[src/design/pllcg_pkg.sv]
package pllcg_pkg;
    // ------------------------------------------------------------
    // Register byte offsets
    // ------------------------------------------------------------
    localparam logic [7:0] OFS_CSR = 8'h00;
    localparam logic [7:0] OFS_MULT = 8'h10;
    localparam logic [7:0] OFS_DIV0 = 8'h14;
    localparam logic [7:0] OFS_DIV1 = 8'h18;
    localparam logic [7:0] OFS_DIV2 = 8'h1C;
    localparam logic [7:0] OFS_DIV3 = 8'h20;
    localparam logic [7:0] OFS_OSC = 8'h24;
    localparam logic [7:0] OFS_GCTL = 8'h28;
    localparam logic [7:0] OFS_DCFG = 8'h2C;

    // ------------------------------------------------------------
    // Field positions
    // ------------------------------------------------------------
    localparam int CSR_PATH_BIT = 0;
    localparam int CSR_PDN_BIT = 1;
    localparam int CSR_RST_BIT = 3;
    localparam int CSR_STABLE_BIT = 6;
    localparam int DIV_EN_BIT = 15;
    localparam int RATIO_W = 5;
    localparam int GCTL_CLKOUT_TWO_ENABLE_BIT = 3;
    localparam int GCTL_MEMCLK_OUT_ENABLE_BIT = 5;
    localparam int DCFG_MEMCLK_SOURCE_SELECT_BIT = 4;

    // ------------------------------------------------------------
    // Reset values and multiplier range
    // ------------------------------------------------------------
    localparam logic [4:0] RST_DIV0 = 5'h00;
    localparam logic [4:0] RST_DIV1 = 5'h00;
    localparam logic [4:0] RST_DIV2 = 5'h01;
    localparam logic [4:0] RST_DIV3 = 5'h01;
    localparam logic [4:0] RST_OSC = 5'h07;
    localparam logic [4:0] RST_MULT = 5'h04;
    localparam logic [4:0] MULT_MIN = 5'h04;
    localparam logic [4:0] MULT_MAX = 5'h19;

    // ------------------------------------------------------------
    // Timing
    // ------------------------------------------------------------
    localparam int CLK_PERIOD_NS = 10;
    localparam int SETTLE_NS = 2000;
    localparam int SETTLE_CYC = SETTLE_NS / CLK_PERIOD_NS;
    localparam int SETTLE_W = 8;
endpackage

[src/design/pllcg_divider.sv]
`timescale 1ns/100ps
module pllcg_divider
    import pllcg_pkg::*;
(
    input wire logic clk,
    input wire logic sys_rst,
    input wire logic tick_in,
    input wire logic enable,
    input wire logic [RATIO_W-1:0] ratio,
    output logic tick_out
);
    // Ratio is only taken at the end of a period, so no short pulse
    logic [RATIO_W-1:0] cnt_q;
    logic [RATIO_W-1:0] lim_q;
    wire at_end = (cnt_q == lim_q);

    always_ff @(posedge clk or posedge sys_rst) begin
        if (sys_rst) begin
            cnt_q <= 5'h00;
            lim_q <= 5'h00;
            tick_out <= 1'b0;
        end else begin
            tick_out <= tick_in & at_end & enable;
            if (tick_in) begin
                cnt_q <= at_end ? 5'h00 : cnt_q + 5'h01;
                if (at_end) begin
                    lim_q <= ratio;
                end
            end
        end
    end

    period_hold_a: assert property ( // RULE22
        @(posedge clk) disable iff (sys_rst)
        tick_in && !at_end |=> $stable(lim_q))
        else $error("divider ratio changed mid period");
endmodule

[src/design/pllcg_top.sv]
`timescale 1ns/100ps
// Operation
// RULE1 - Prescaler before PLL plus oscillator, core, bus and memory dividers.
// RULE2 - Software never writes zero to core or bus divider enable.
// RULE3 - Software holds PLL reset at least 125 ns before release.
// RULE4 - Software waits lock time (75 us typ, 187.5 us max) before PLL path.
// RULE5 - Clock out two runs only with bus enable and global bit 3.
// RULE6 - Clock out three is input clock divided /1 to /32, own enable.
// RULE7 - Memory clock out picks internal or external by config bit 4.
// RULE8 - Input clock goes undivided to audio ports as auxiliary clock.
// RULE9 - PLL path: prescale /1 to /32, then multiply x4 to x25.
// RULE10 - Path select zero uses input clock, one uses PLL output.
// RULE11 - Core, bus and memory clocks each have an own divider.
// RULE12 - Software keeps PLL reference 12-100 MHz and output 140-600 MHz.
// RULE13 - Software sets bus clock to exactly half the core clock.
// RULE14 - Bus system clock drives peripheral bus control.
// RULE15 - Bus system clock goes straight to clock out two.
// RULE16 - Memory clock is external input or memory divider output.
// RULE17 - Multiplier and all dividers reprogrammable at run time.
// RULE18 - Software enters bypass before changing PLL input or multiplier.
// RULE19 - Status register: path select, power down, PLL reset, stable.
// RULE20 - Divider registers: enable bit 15, ratio bits 4:0, zero is /1.
// RULE21 - Software orders core and bus divider writes, bus first to slow.
// RULE22 - Path and ratio changes give no truncated pulses.
// RULE23 - Stable flag rises only after a fixed settling count.
module pllcg_top
    import pllcg_pkg::*;
(
    input wire logic clk,
    input wire logic sys_rst,
    input wire logic [7:0] avs_address,
    input wire logic avs_read,
    input wire logic avs_write,
    input wire logic [3:0] avs_byteenable,
    input wire logic [31:0] avs_writedata,
    output logic [31:0] avs_readdata,
    output logic avs_waitrequest,
    input wire logic pll_out_clock,
    input wire logic ext_mem_clock_in,
    output logic pll_ref_clock,
    output logic [4:0] pll_mult,
    output logic pll_reset_ctl,
    output logic pll_power_down,
    output logic core_sys_clk,
    output logic bus_sys_clk,
    output logic memif_sys_clk,
    output logic clock_out_two,
    output logic clock_out_three,
    output logic mem_clock_out,
    output logic audio_aux_clock
);
    // ------------------------------------------------------------
    // Register storage
    // ------------------------------------------------------------
    logic path_sel_q;
    logic [4:0] div_ratio_q [4];
    logic div_en_q [4];
    logic [4:0] osc_ratio_q;
    logic osc_en_q;
    logic clkout_two_enable_q;
    logic memclk_out_enable_q;
    logic memclk_source_select_q;
    logic [SETTLE_W-1:0] settle_q;
    logic stable_q;
    logic [31:0] rdata_d;

    function automatic logic [31:0] div_word(input logic en,
                                             input logic [4:0] r);
        div_word = {16'h0000, en, 10'h000, r};
    endfunction

    // ------------------------------------------------------------
    // Bus decode
    // ------------------------------------------------------------
    wire req = avs_read | avs_write;
    wire acc = req & ~avs_waitrequest;
    wire wr = acc & avs_write;
    wire be_lo = avs_byteenable[0];
    wire be_hi = avs_byteenable[1];
    wire [7:0] div_ofs [4];
    assign div_ofs[0] = OFS_DIV0;
    assign div_ofs[1] = OFS_DIV1;
    assign div_ofs[2] = OFS_DIV2;
    assign div_ofs[3] = OFS_DIV3;
    wire wr_csr = wr && avs_address == OFS_CSR && be_lo;
    wire wr_mult = wr && avs_address == OFS_MULT && be_lo;
    wire wr_osc = wr && avs_address == OFS_OSC;
    wire wr_gctl = wr && avs_address == OFS_GCTL && be_lo;
    wire wr_dcfg = wr && avs_address == OFS_DCFG && be_lo;
    wire [31:0] csr_word = {25'h0000000, stable_q, 2'b00, pll_reset_ctl,
                            1'b0, pll_power_down, path_sel_q}; // RULE19

    always_comb begin
        case (avs_address)
            OFS_CSR: rdata_d = csr_word;
            OFS_MULT: rdata_d = {27'h0000000, pll_mult};
            OFS_DIV0: rdata_d = div_word(div_en_q[0], div_ratio_q[0]);
            OFS_DIV1: rdata_d = div_word(div_en_q[1], div_ratio_q[1]);
            OFS_DIV2: rdata_d = div_word(div_en_q[2], div_ratio_q[2]);
            OFS_DIV3: rdata_d = div_word(div_en_q[3], div_ratio_q[3]);
            OFS_OSC: rdata_d = div_word(osc_en_q, osc_ratio_q);
            OFS_GCTL: rdata_d = {26'h0000000, memclk_out_enable_q, 1'b0, clkout_two_enable_q, 3'h0};
            OFS_DCFG: rdata_d = {27'h0000000, memclk_source_select_q, 4'h0};
            default: rdata_d = 32'h00000000;
        endcase
    end

    // One wait cycle per access; data loaded while wait is high
    always_ff @(posedge clk or posedge sys_rst) begin
        if (sys_rst) begin
            avs_waitrequest <= 1'b1;
            avs_readdata <= 32'h00000000;
        end else begin
            avs_waitrequest <= ~(req & avs_waitrequest);
            if (avs_read && avs_waitrequest) begin
                avs_readdata <= rdata_d;
            end
        end
    end

    // ------------------------------------------------------------
    // Control registers
    // ------------------------------------------------------------
    always_ff @(posedge clk or posedge sys_rst) begin
        if (sys_rst) begin
            path_sel_q <= 1'b0; // RULE19
            pll_power_down <= 1'b0;
            pll_reset_ctl <= 1'b1; // RULE19
            pll_mult <= RST_MULT;
            osc_ratio_q <= RST_OSC;
            osc_en_q <= 1'b1; // RULE6
            clkout_two_enable_q <= 1'b1; // RULE5
            memclk_out_enable_q <= 1'b1;
            memclk_source_select_q <= 1'b0;
        end else begin
            if (wr_csr) begin // RULE17
                path_sel_q <= avs_writedata[CSR_PATH_BIT];
                pll_power_down <= avs_writedata[CSR_PDN_BIT];
                pll_reset_ctl <= avs_writedata[CSR_RST_BIT];
            end
            if (wr_mult && avs_writedata[4:0] >= MULT_MIN &&
                avs_writedata[4:0] <= MULT_MAX) begin // RULE9
                pll_mult <= avs_writedata[4:0];
            end
            if (wr_osc && be_lo) begin
                osc_ratio_q <= avs_writedata[4:0];
            end
            if (wr_osc && be_hi) begin
                osc_en_q <= avs_writedata[DIV_EN_BIT];
            end
            if (wr_gctl) begin
                clkout_two_enable_q <= avs_writedata[GCTL_CLKOUT_TWO_ENABLE_BIT];
                memclk_out_enable_q <= avs_writedata[GCTL_MEMCLK_OUT_ENABLE_BIT];
            end
            if (wr_dcfg) begin
                memclk_source_select_q <= avs_writedata[DCFG_MEMCLK_SOURCE_SELECT_BIT];
            end
        end
    end

    localparam logic [4:0] DIV_RST [4] = '{RST_DIV0, RST_DIV1,
                                           RST_DIV2, RST_DIV3};

    genvar gi;
    generate
        for (gi = 0; gi < 4; gi++) begin : g_divreg
            wire hit = wr && avs_address == div_ofs[gi];
            always_ff @(posedge clk or posedge sys_rst) begin
                if (sys_rst) begin
                    div_ratio_q[gi] <= DIV_RST[gi];
                    div_en_q[gi] <= 1'b1; // RULE20
                end else begin
                    if (hit && be_lo) begin // RULE20
                        div_ratio_q[gi] <= avs_writedata[RATIO_W-1:0];
                    end
                    if (hit && be_hi) begin
                        div_en_q[gi] <= avs_writedata[DIV_EN_BIT];
                    end
                end
            end
        end
    endgenerate

    // ------------------------------------------------------------
    // Settling counter
    // ------------------------------------------------------------
    always_ff @(posedge clk or posedge sys_rst) begin
        if (sys_rst) begin
            settle_q <= 8'h00;
            stable_q <= 1'b0;
        end else if (!stable_q) begin // RULE23
            settle_q <= settle_q + 8'h01;
            stable_q <= (settle_q == SETTLE_W'(SETTLE_CYC - 1));
        end
    end

    // ------------------------------------------------------------
    // Clock tree
    // ------------------------------------------------------------
    logic ref_tick;
    logic core_tick;
    logic bus_tick;
    logic mem_tick;
    logic osc_tick;
    logic path_act_q;

    // Prescaler feeds the PLL reference; input clock is every cycle
    pllcg_divider u_pre ( // RULE1 RULE9
        .clk(clk), .sys_rst(sys_rst), .tick_in(1'b1),
        .enable(div_en_q[0]), .ratio(div_ratio_q[0]), .tick_out(ref_tick));

    // Path switch held until a core period boundary to avoid slivers
    wire hf_tick = path_act_q ? pll_out_clock : 1'b1; // RULE10
    wire sw_ok = core_tick | ~div_en_q[1];

    always_ff @(posedge clk or posedge sys_rst) begin
        if (sys_rst) begin
            path_act_q <= 1'b0;
        end else if (sw_ok) begin // RULE22
            path_act_q <= path_sel_q;
        end
    end

    pllcg_divider u_core ( // RULE11
        .clk(clk), .sys_rst(sys_rst), .tick_in(hf_tick),
        .enable(div_en_q[1]), .ratio(div_ratio_q[1]), .tick_out(core_tick));
    pllcg_divider u_bus ( // RULE11 RULE14
        .clk(clk), .sys_rst(sys_rst), .tick_in(hf_tick),
        .enable(div_en_q[2]), .ratio(div_ratio_q[2]), .tick_out(bus_tick));
    pllcg_divider u_mem ( // RULE11 RULE16
        .clk(clk), .sys_rst(sys_rst), .tick_in(hf_tick),
        .enable(div_en_q[3]), .ratio(div_ratio_q[3]), .tick_out(mem_tick));
    pllcg_divider u_osc ( // RULE6
        .clk(clk), .sys_rst(sys_rst), .tick_in(1'b1),
        .enable(osc_en_q), .ratio(osc_ratio_q), .tick_out(osc_tick));

    wire two_d = bus_tick & div_en_q[2] & clkout_two_enable_q; // RULE5 RULE15
    wire mem_src = memclk_source_select_q ? ext_mem_clock_in : mem_tick; // RULE7 RULE16
    wire mem_d = mem_src & memclk_out_enable_q;

    always_ff @(posedge clk or posedge sys_rst) begin
        if (sys_rst) begin
            pll_ref_clock <= 1'b0;
            core_sys_clk <= 1'b0;
            bus_sys_clk <= 1'b0;
            memif_sys_clk <= 1'b0;
            clock_out_two <= 1'b0;
            clock_out_three <= 1'b0;
            mem_clock_out <= 1'b0;
            audio_aux_clock <= 1'b0;
        end else begin
            pll_ref_clock <= ref_tick;
            core_sys_clk <= core_tick;
            bus_sys_clk <= bus_tick; // RULE14
            memif_sys_clk <= mem_tick;
            clock_out_two <= two_d;
            clock_out_three <= osc_tick;
            mem_clock_out <= mem_d;
            audio_aux_clock <= 1'b1; // RULE8
        end
    end

    // ------------------------------------------------------------
    // Checks
    // ------------------------------------------------------------
    // Bypass run length, so the core rate check skips ratio reloads
    logic [5:0] byp_run_q;
    wire byp_core = !path_act_q && div_en_q[1] && div_ratio_q[1] == 5'h00;

    always_ff @(posedge clk or posedge sys_rst) begin
        if (sys_rst) begin
            byp_run_q <= 6'h00;
        end else if (!byp_core) begin
            byp_run_q <= 6'h00;
        end else if (byp_run_q != 6'h3F) begin
            byp_run_q <= byp_run_q + 6'h01;
        end
    end

    clkout_two_gate_a: assert property ( // RULE5
        @(posedge clk) disable iff (sys_rst)
        clock_out_two |-> bus_sys_clk && $past(clkout_two_enable_q))
        else $error("clock out two without its enables");
    clkout_two_follow_a: assert property ( // RULE15
        @(posedge clk) disable iff (sys_rst)
        bus_tick && clkout_two_enable_q |=> clock_out_two)
        else $error("clock out two missed a bus pulse");
    memclk_select_a: assert property ( // RULE7
        @(posedge clk) disable iff (sys_rst)
        memclk_source_select_q && memclk_out_enable_q && ext_mem_clock_in |=> mem_clock_out)
        else $error("memory clock did not follow external input");
    memclk_off_a: assert property ( // RULE7
        @(posedge clk) disable iff (sys_rst)
        !memclk_out_enable_q |=> !mem_clock_out)
        else $error("memory clock ran while disabled");
    aux_clock_run_a: assert property ( // RULE8
        @(posedge clk) disable iff (sys_rst)
        !$past(sys_rst) |-> audio_aux_clock)
        else $error("auxiliary clock stopped");
    stable_wait_a: assert property ( // RULE23
        @(posedge clk) disable iff (sys_rst)
        $rose(stable_q) |-> $past(settle_q) == SETTLE_W'(SETTLE_CYC - 1))
        else $error("stable flag rose early");
    path_bypass_a: assert property ( // RULE10
        @(posedge clk) disable iff (sys_rst)
        byp_run_q == 6'h3F |-> core_sys_clk)
        else $error("bypass core clock not at input rate");
    path_switch_a: assert property ( // RULE22
        @(posedge clk) disable iff (sys_rst)
        path_act_q != $past(path_act_q) |-> $past(sw_ok))
        else $error("path switched off a period boundary");
    bus_answer_a: assert property (@(posedge clk) disable iff (sys_rst)
        req && avs_waitrequest |=> !avs_waitrequest ##1 avs_waitrequest)
        else $error("bus answer not one cycle after request");
    csr_reset_a: assert property ( // RULE19
        @(posedge clk)
        $fell(sys_rst) |-> pll_reset_ctl && !path_sel_q)
        else $error("status register reset value wrong");
endmodule

[config.mk]
export PLATFORM = sky130hd
export DESIGN_NAME = pllcg_top
export DESIGN_NICKNAME = d
export VERILOG_FILES = /design/src/design/pllcg_pkg.sv /design/src/design/pllcg_divider.sv /design/src/design/pllcg_top.sv
export SDC_FILE = /design/constraint.sdc
export NUM_CORES = 1
export LEC_CHECK = 0
export BUFFER_PORTS_ARGS = -buffer_cell sky130_fd_sc_hd__buf_2
export CAP_MARGIN = 20
export CELL_PAD_IN_SITES_DETAIL_PLACEMENT = 1
export CELL_PAD_IN_SITES_GLOBAL_PLACEMENT = 2
export CORE_MARGIN = 2
export CORE_UTILIZATION = 37
export DETAILED_ROUTE_END_ITERATION = 12
export PLACE_DENSITY_LB_ADDON = 0.1
export SLEW_MARGIN = 30
export SYNTH_ARGS = -nofsm -noshare
export SYNTH_HDL_FRONTEND = slang
export SYNTH_SLANG_ARGS = --single-unit
[constraint.sdc]
create_clock -name clk -period 4.6 [get_ports clk]
set_clock_uncertainty 0.05 [all_clocks]
set_input_delay 0.69 -clock clk [delete_from_list [all_inputs] [get_ports clk]]
set_output_delay 0.69 -clock clk [all_outputs]
set_load 0.01 [all_outputs]
==> load_flow_metrics.sql <==
INSERT INTO impl_metrics (metric_group, metric, value, unit) VALUES
('yosys', 'avg_synthesized_cell_area', '11.7', 'um^2'),
('worst_setup_path', 'start_kind', 'primary input', ''),
('yosys', 'async_reset_ff_share', '100', '%'),
('timing', 'layout_setup_ws', '2290', 'ps'),
('layout', 'fin_nets', '606', ''),
('clocking', 'post-cts-setup-buffers', '0', ''),
('die', 'core_area', '15300', 'um^2'),
('worst_hold_path', 'holdCritPathClass', 'reg2reg', ''),
('clocking', 'max-clock-path-buffers', '2', ''),
('worst_setup_path', 'worstSetupEndpointType', 'flip-flop', ''),
('yosys', 'number_of_enable_type_register_cells_in_the_synthesized_netlist', '0', ''),
('route', 'drt.antenna.violating_nets', '0', ''),
('clocking', 'tritoncts_clock_tree', 'built', ''),
('pwr', 'power.ir.vdd_worst', '0.000271', 'V'),
('yosys', 'synth_fa_ha_area_share', '1.28', '%'),
('die', 'design.die.area', '16800', 'um^2'),
('timing', 'finalWorstPathRequiredPeriod', '2310', 'ps'),
('layout', 'area_growth', '17.1', '%'),
('layout', 'post_route_cells_drive_above_1_share', '31.6', '%'),
('timing', 'tns', '0', 'ps'),
('clocking', 'cts-buffers-inserted', '17', ''),
('timing', 'fmax', '434', 'MHz'),
('layout', 'commonest_cells_after_routing_fill_and_taps_aside', 'sky130_fd_sc_hd__dfrtp_1 (108), sky130_fd_sc_hd__mux2_2 (62), sky130_fd_sc_hd__buf_2 (46)', ''),
('route', 'routed-via-count', '3942', ''),
('worst_setup_path', 'critPathArrivalTime', '2560', 'ps'),
('global_routing', 'grt_overflow', '0', ''),
('die', 'io-pin-count', '98', ''),
('clocking', 'cts.reportedPaths.clkPinSlew', '60', 'ps'),
('timing', 'final_max_slew_viol_count', '0', ''),
('clocking', 'clock_latency_on_the_worst_skew_pair', '430', 'ps'),
('placement', 'detailed_place_hpwl', '10100', 'um'),
('yosys', 'synth_top_family_by_area', 'multiplexers', ''),
('timing', 'slew_headroom', '42.6', '%'),
('placement', 'dpl_cell_area', '6210', 'um^2'),
('global_routing', 'grt_util_all_layers', '18.1', '%'),
('layout', 'finalCoreUtilization', '44.7', '%'),
('worst_setup_path', 'cp.required', '4860', 'ps'),
('layout', 'final_design_area_no_fill', '6840', 'um^2'),
('global_routing', 'grt_first_pass_wirelength', '22600', 'um'),
('route', 'wirelength_per_cell', '18.3', 'um'),
('timing', 'min_period_over_period', '50.1', '%'),
('clocking', 'cts_hold_buf', '0', ''),
('die', 'die_height', '130', 'um'),
('yosys', 'synthCells', '498', ''),
('clocking', 'cts_max_level', '4', ''),
('yosys', 'synthesis_warnings', '0', ''),
('timing', 'worst-slew-pin-transition', '861', 'ps'),
('route', 'vias_per_cell', '5.09', ''),
('layout', 'layout.area.seq', '3100', 'um^2'),
('layout', 'most_common_cell_after_layout_fill_and_taps_aside', 'sky130_fd_sc_hd__dfrtp_1', ''),
('flow_run', 'maxCapViolCount', '0', ''),
('layout', 'fillerInstances', '1672', ''),
('yosys', 'cell_area_after_synthesis', '5840', 'um^2'),
('placement', 'post_placement_setup_slack', '1850', 'ps'),
('outcome', 'status', 'finished clean', ''),
('worst_setup_path', 'crit_slowest_cell', 'sky130_fd_sc_hd__or4_1', ''),
('worst_setup_path', 'crit_path_max_fanout', '32', ''),
('worst_setup_path', 'cp_slowest_stage_delay', '690', 'ps'),
('yosys', 'synth_seq_area_share', '53.0', '%'),
('pwr', 'fin_total_pwr', '0.00316', 'W'),
('worst_setup_path', 'crit_path_cell_trace', 'buf_2, or4_1, nor4_4, mux2_2', ''),
('route', 'drc', '0', ''),
('placement', 'weighted_congestion_reported_at_the_end_of_routability_driven_placement', '0.839', ''),
('global_routing', 'grt_max_degree', '67', ''),
('die', 'die_width', '130', 'um'),
('yosys', 'post_synth_mux_area_share', '14.1', '%'),
('placement', 'port-buffer-count', '46', ''),
('yosys', 'synth_compound_area_share', '6.81', '%'),
('worst_setup_path', 'critical_path_class', 'in2reg', ''),
('timing', 'rsz0062_at_grt', 'false', ''),
('yosys', 'yosys_most_used_dff', 'sky130_fd_sc_hd__dfrtp_1', '');
[metal layers]
metal	track usage, %	share of wire (%)
met5	0	0
met4	8.54	2.3
met3	3.96	3.3
met2	28.8	48
met1	23.7	47
[power by group]
| group | switching [W] | leakage [nW] | internal, W |
|---|---|---|---|
| Combinational | 0.000309 | 1.24 | 0.000221 |
| Clock | 0.000486 | 0.292 | 0.000874 |
| Sequential | 0.0000958 | 1.62 | 0.00117 |
[worst paths after layout]
kind / endpoint / start / cells past startpoint
max reg2reg: u_mem.lim_q[1]$_DFFE_PP0P_ / u_mem.cnt_q[0]$_DFFE_PP0N_ / 4
max: pll_mult[3]$_DFFE_PP0P_ / avs_address[3] / 4
max in group asynchronous: pll_mult[2]$_DFFE_PP1P_ / sys_rst / 3
min reg2reg: pll_ref_clock$_DFF_PP0_ / u_pre.tick_out$_DFF_PP0_ / 0
min: pll_ref_clock$_DFF_PP0_ / u_pre.tick_out$_DFF_PP0_ / 0
min in group asynchronous: u_osc.cnt_q[4]$_DFF_PP0_ / sys_rst / 2
[Yosys cell counts, drive strengths merged, types with 7 or more instances]
cell,count,area (um^2)
nand2,43,161
nor2,24,90.1
clkbuf,11,41.3
dfrtp,108,2700
dfstp,15,394
nor3,10,50.1
xnor2,26,228
nand3,23,115
inv,7,26.3
mux2,67,773
nand4,7,43.8
o21ai,19,95.1
xor2,15,131
buf,28,205
[sequential cells by signal, summed over array words and instances (netlist names), 4 cells and up]
register / flops
u_bus.lim_q: 5
settle_q: 8
u_core.lim_q: 5
u_pre.lim_q: 5
u_bus.cnt_q: 5
u_core.cnt_q: 5
u_mem.cnt_q: 5
pll_mult: 5
avs_readdata: 8
u_osc.cnt_q: 5
u_pre.cnt_q: 5
u_osc.lim_q: 5
u_mem.lim_q: 5
osc_ratio_q: 5
div_ratio_q: 20
div_en_q: 4
[cell type report]
type | instances | area share [%]
flip-flops and latches | 123 | 45.3
multi-input cells | 352 | 37.9
clock buffers | 20 | 6.68
well taps | 211 | 3.86
repair buffers | 49 | 3.69
clock inverters | 12 | 2.14
inverters | 7 | 0.421
[cells by family (layout without fill, tap and decap cells)]
group | after synthesis | in the layout
flops | 123 | 123
simple gates | 151 | 151
mux | 71 | 71
xor+xnor | 41 | 41
other cells | 2 | 25
buf+inv | 46 | 88
fa+ha+maj | 6 | 6
compound gates | 58 | 58
[worst max-delay path, delay by kind of cell]
kind	cells	cell delay, ps
simple gates	2	1190
mux	1	390
buf+inv	1	290
[stage by stage]
| step | hold slack [ps] | instances |
|---|---|---|
| finish | 295 | 774 |
| CTS | 296 | 774 |
| global route | 304 | 774 |
| detailed placement | 286 | 742 |
| floorplan | 281 | 521 |
| global placement | 283 | 742 |
Power figures use the tool's default switching activity.
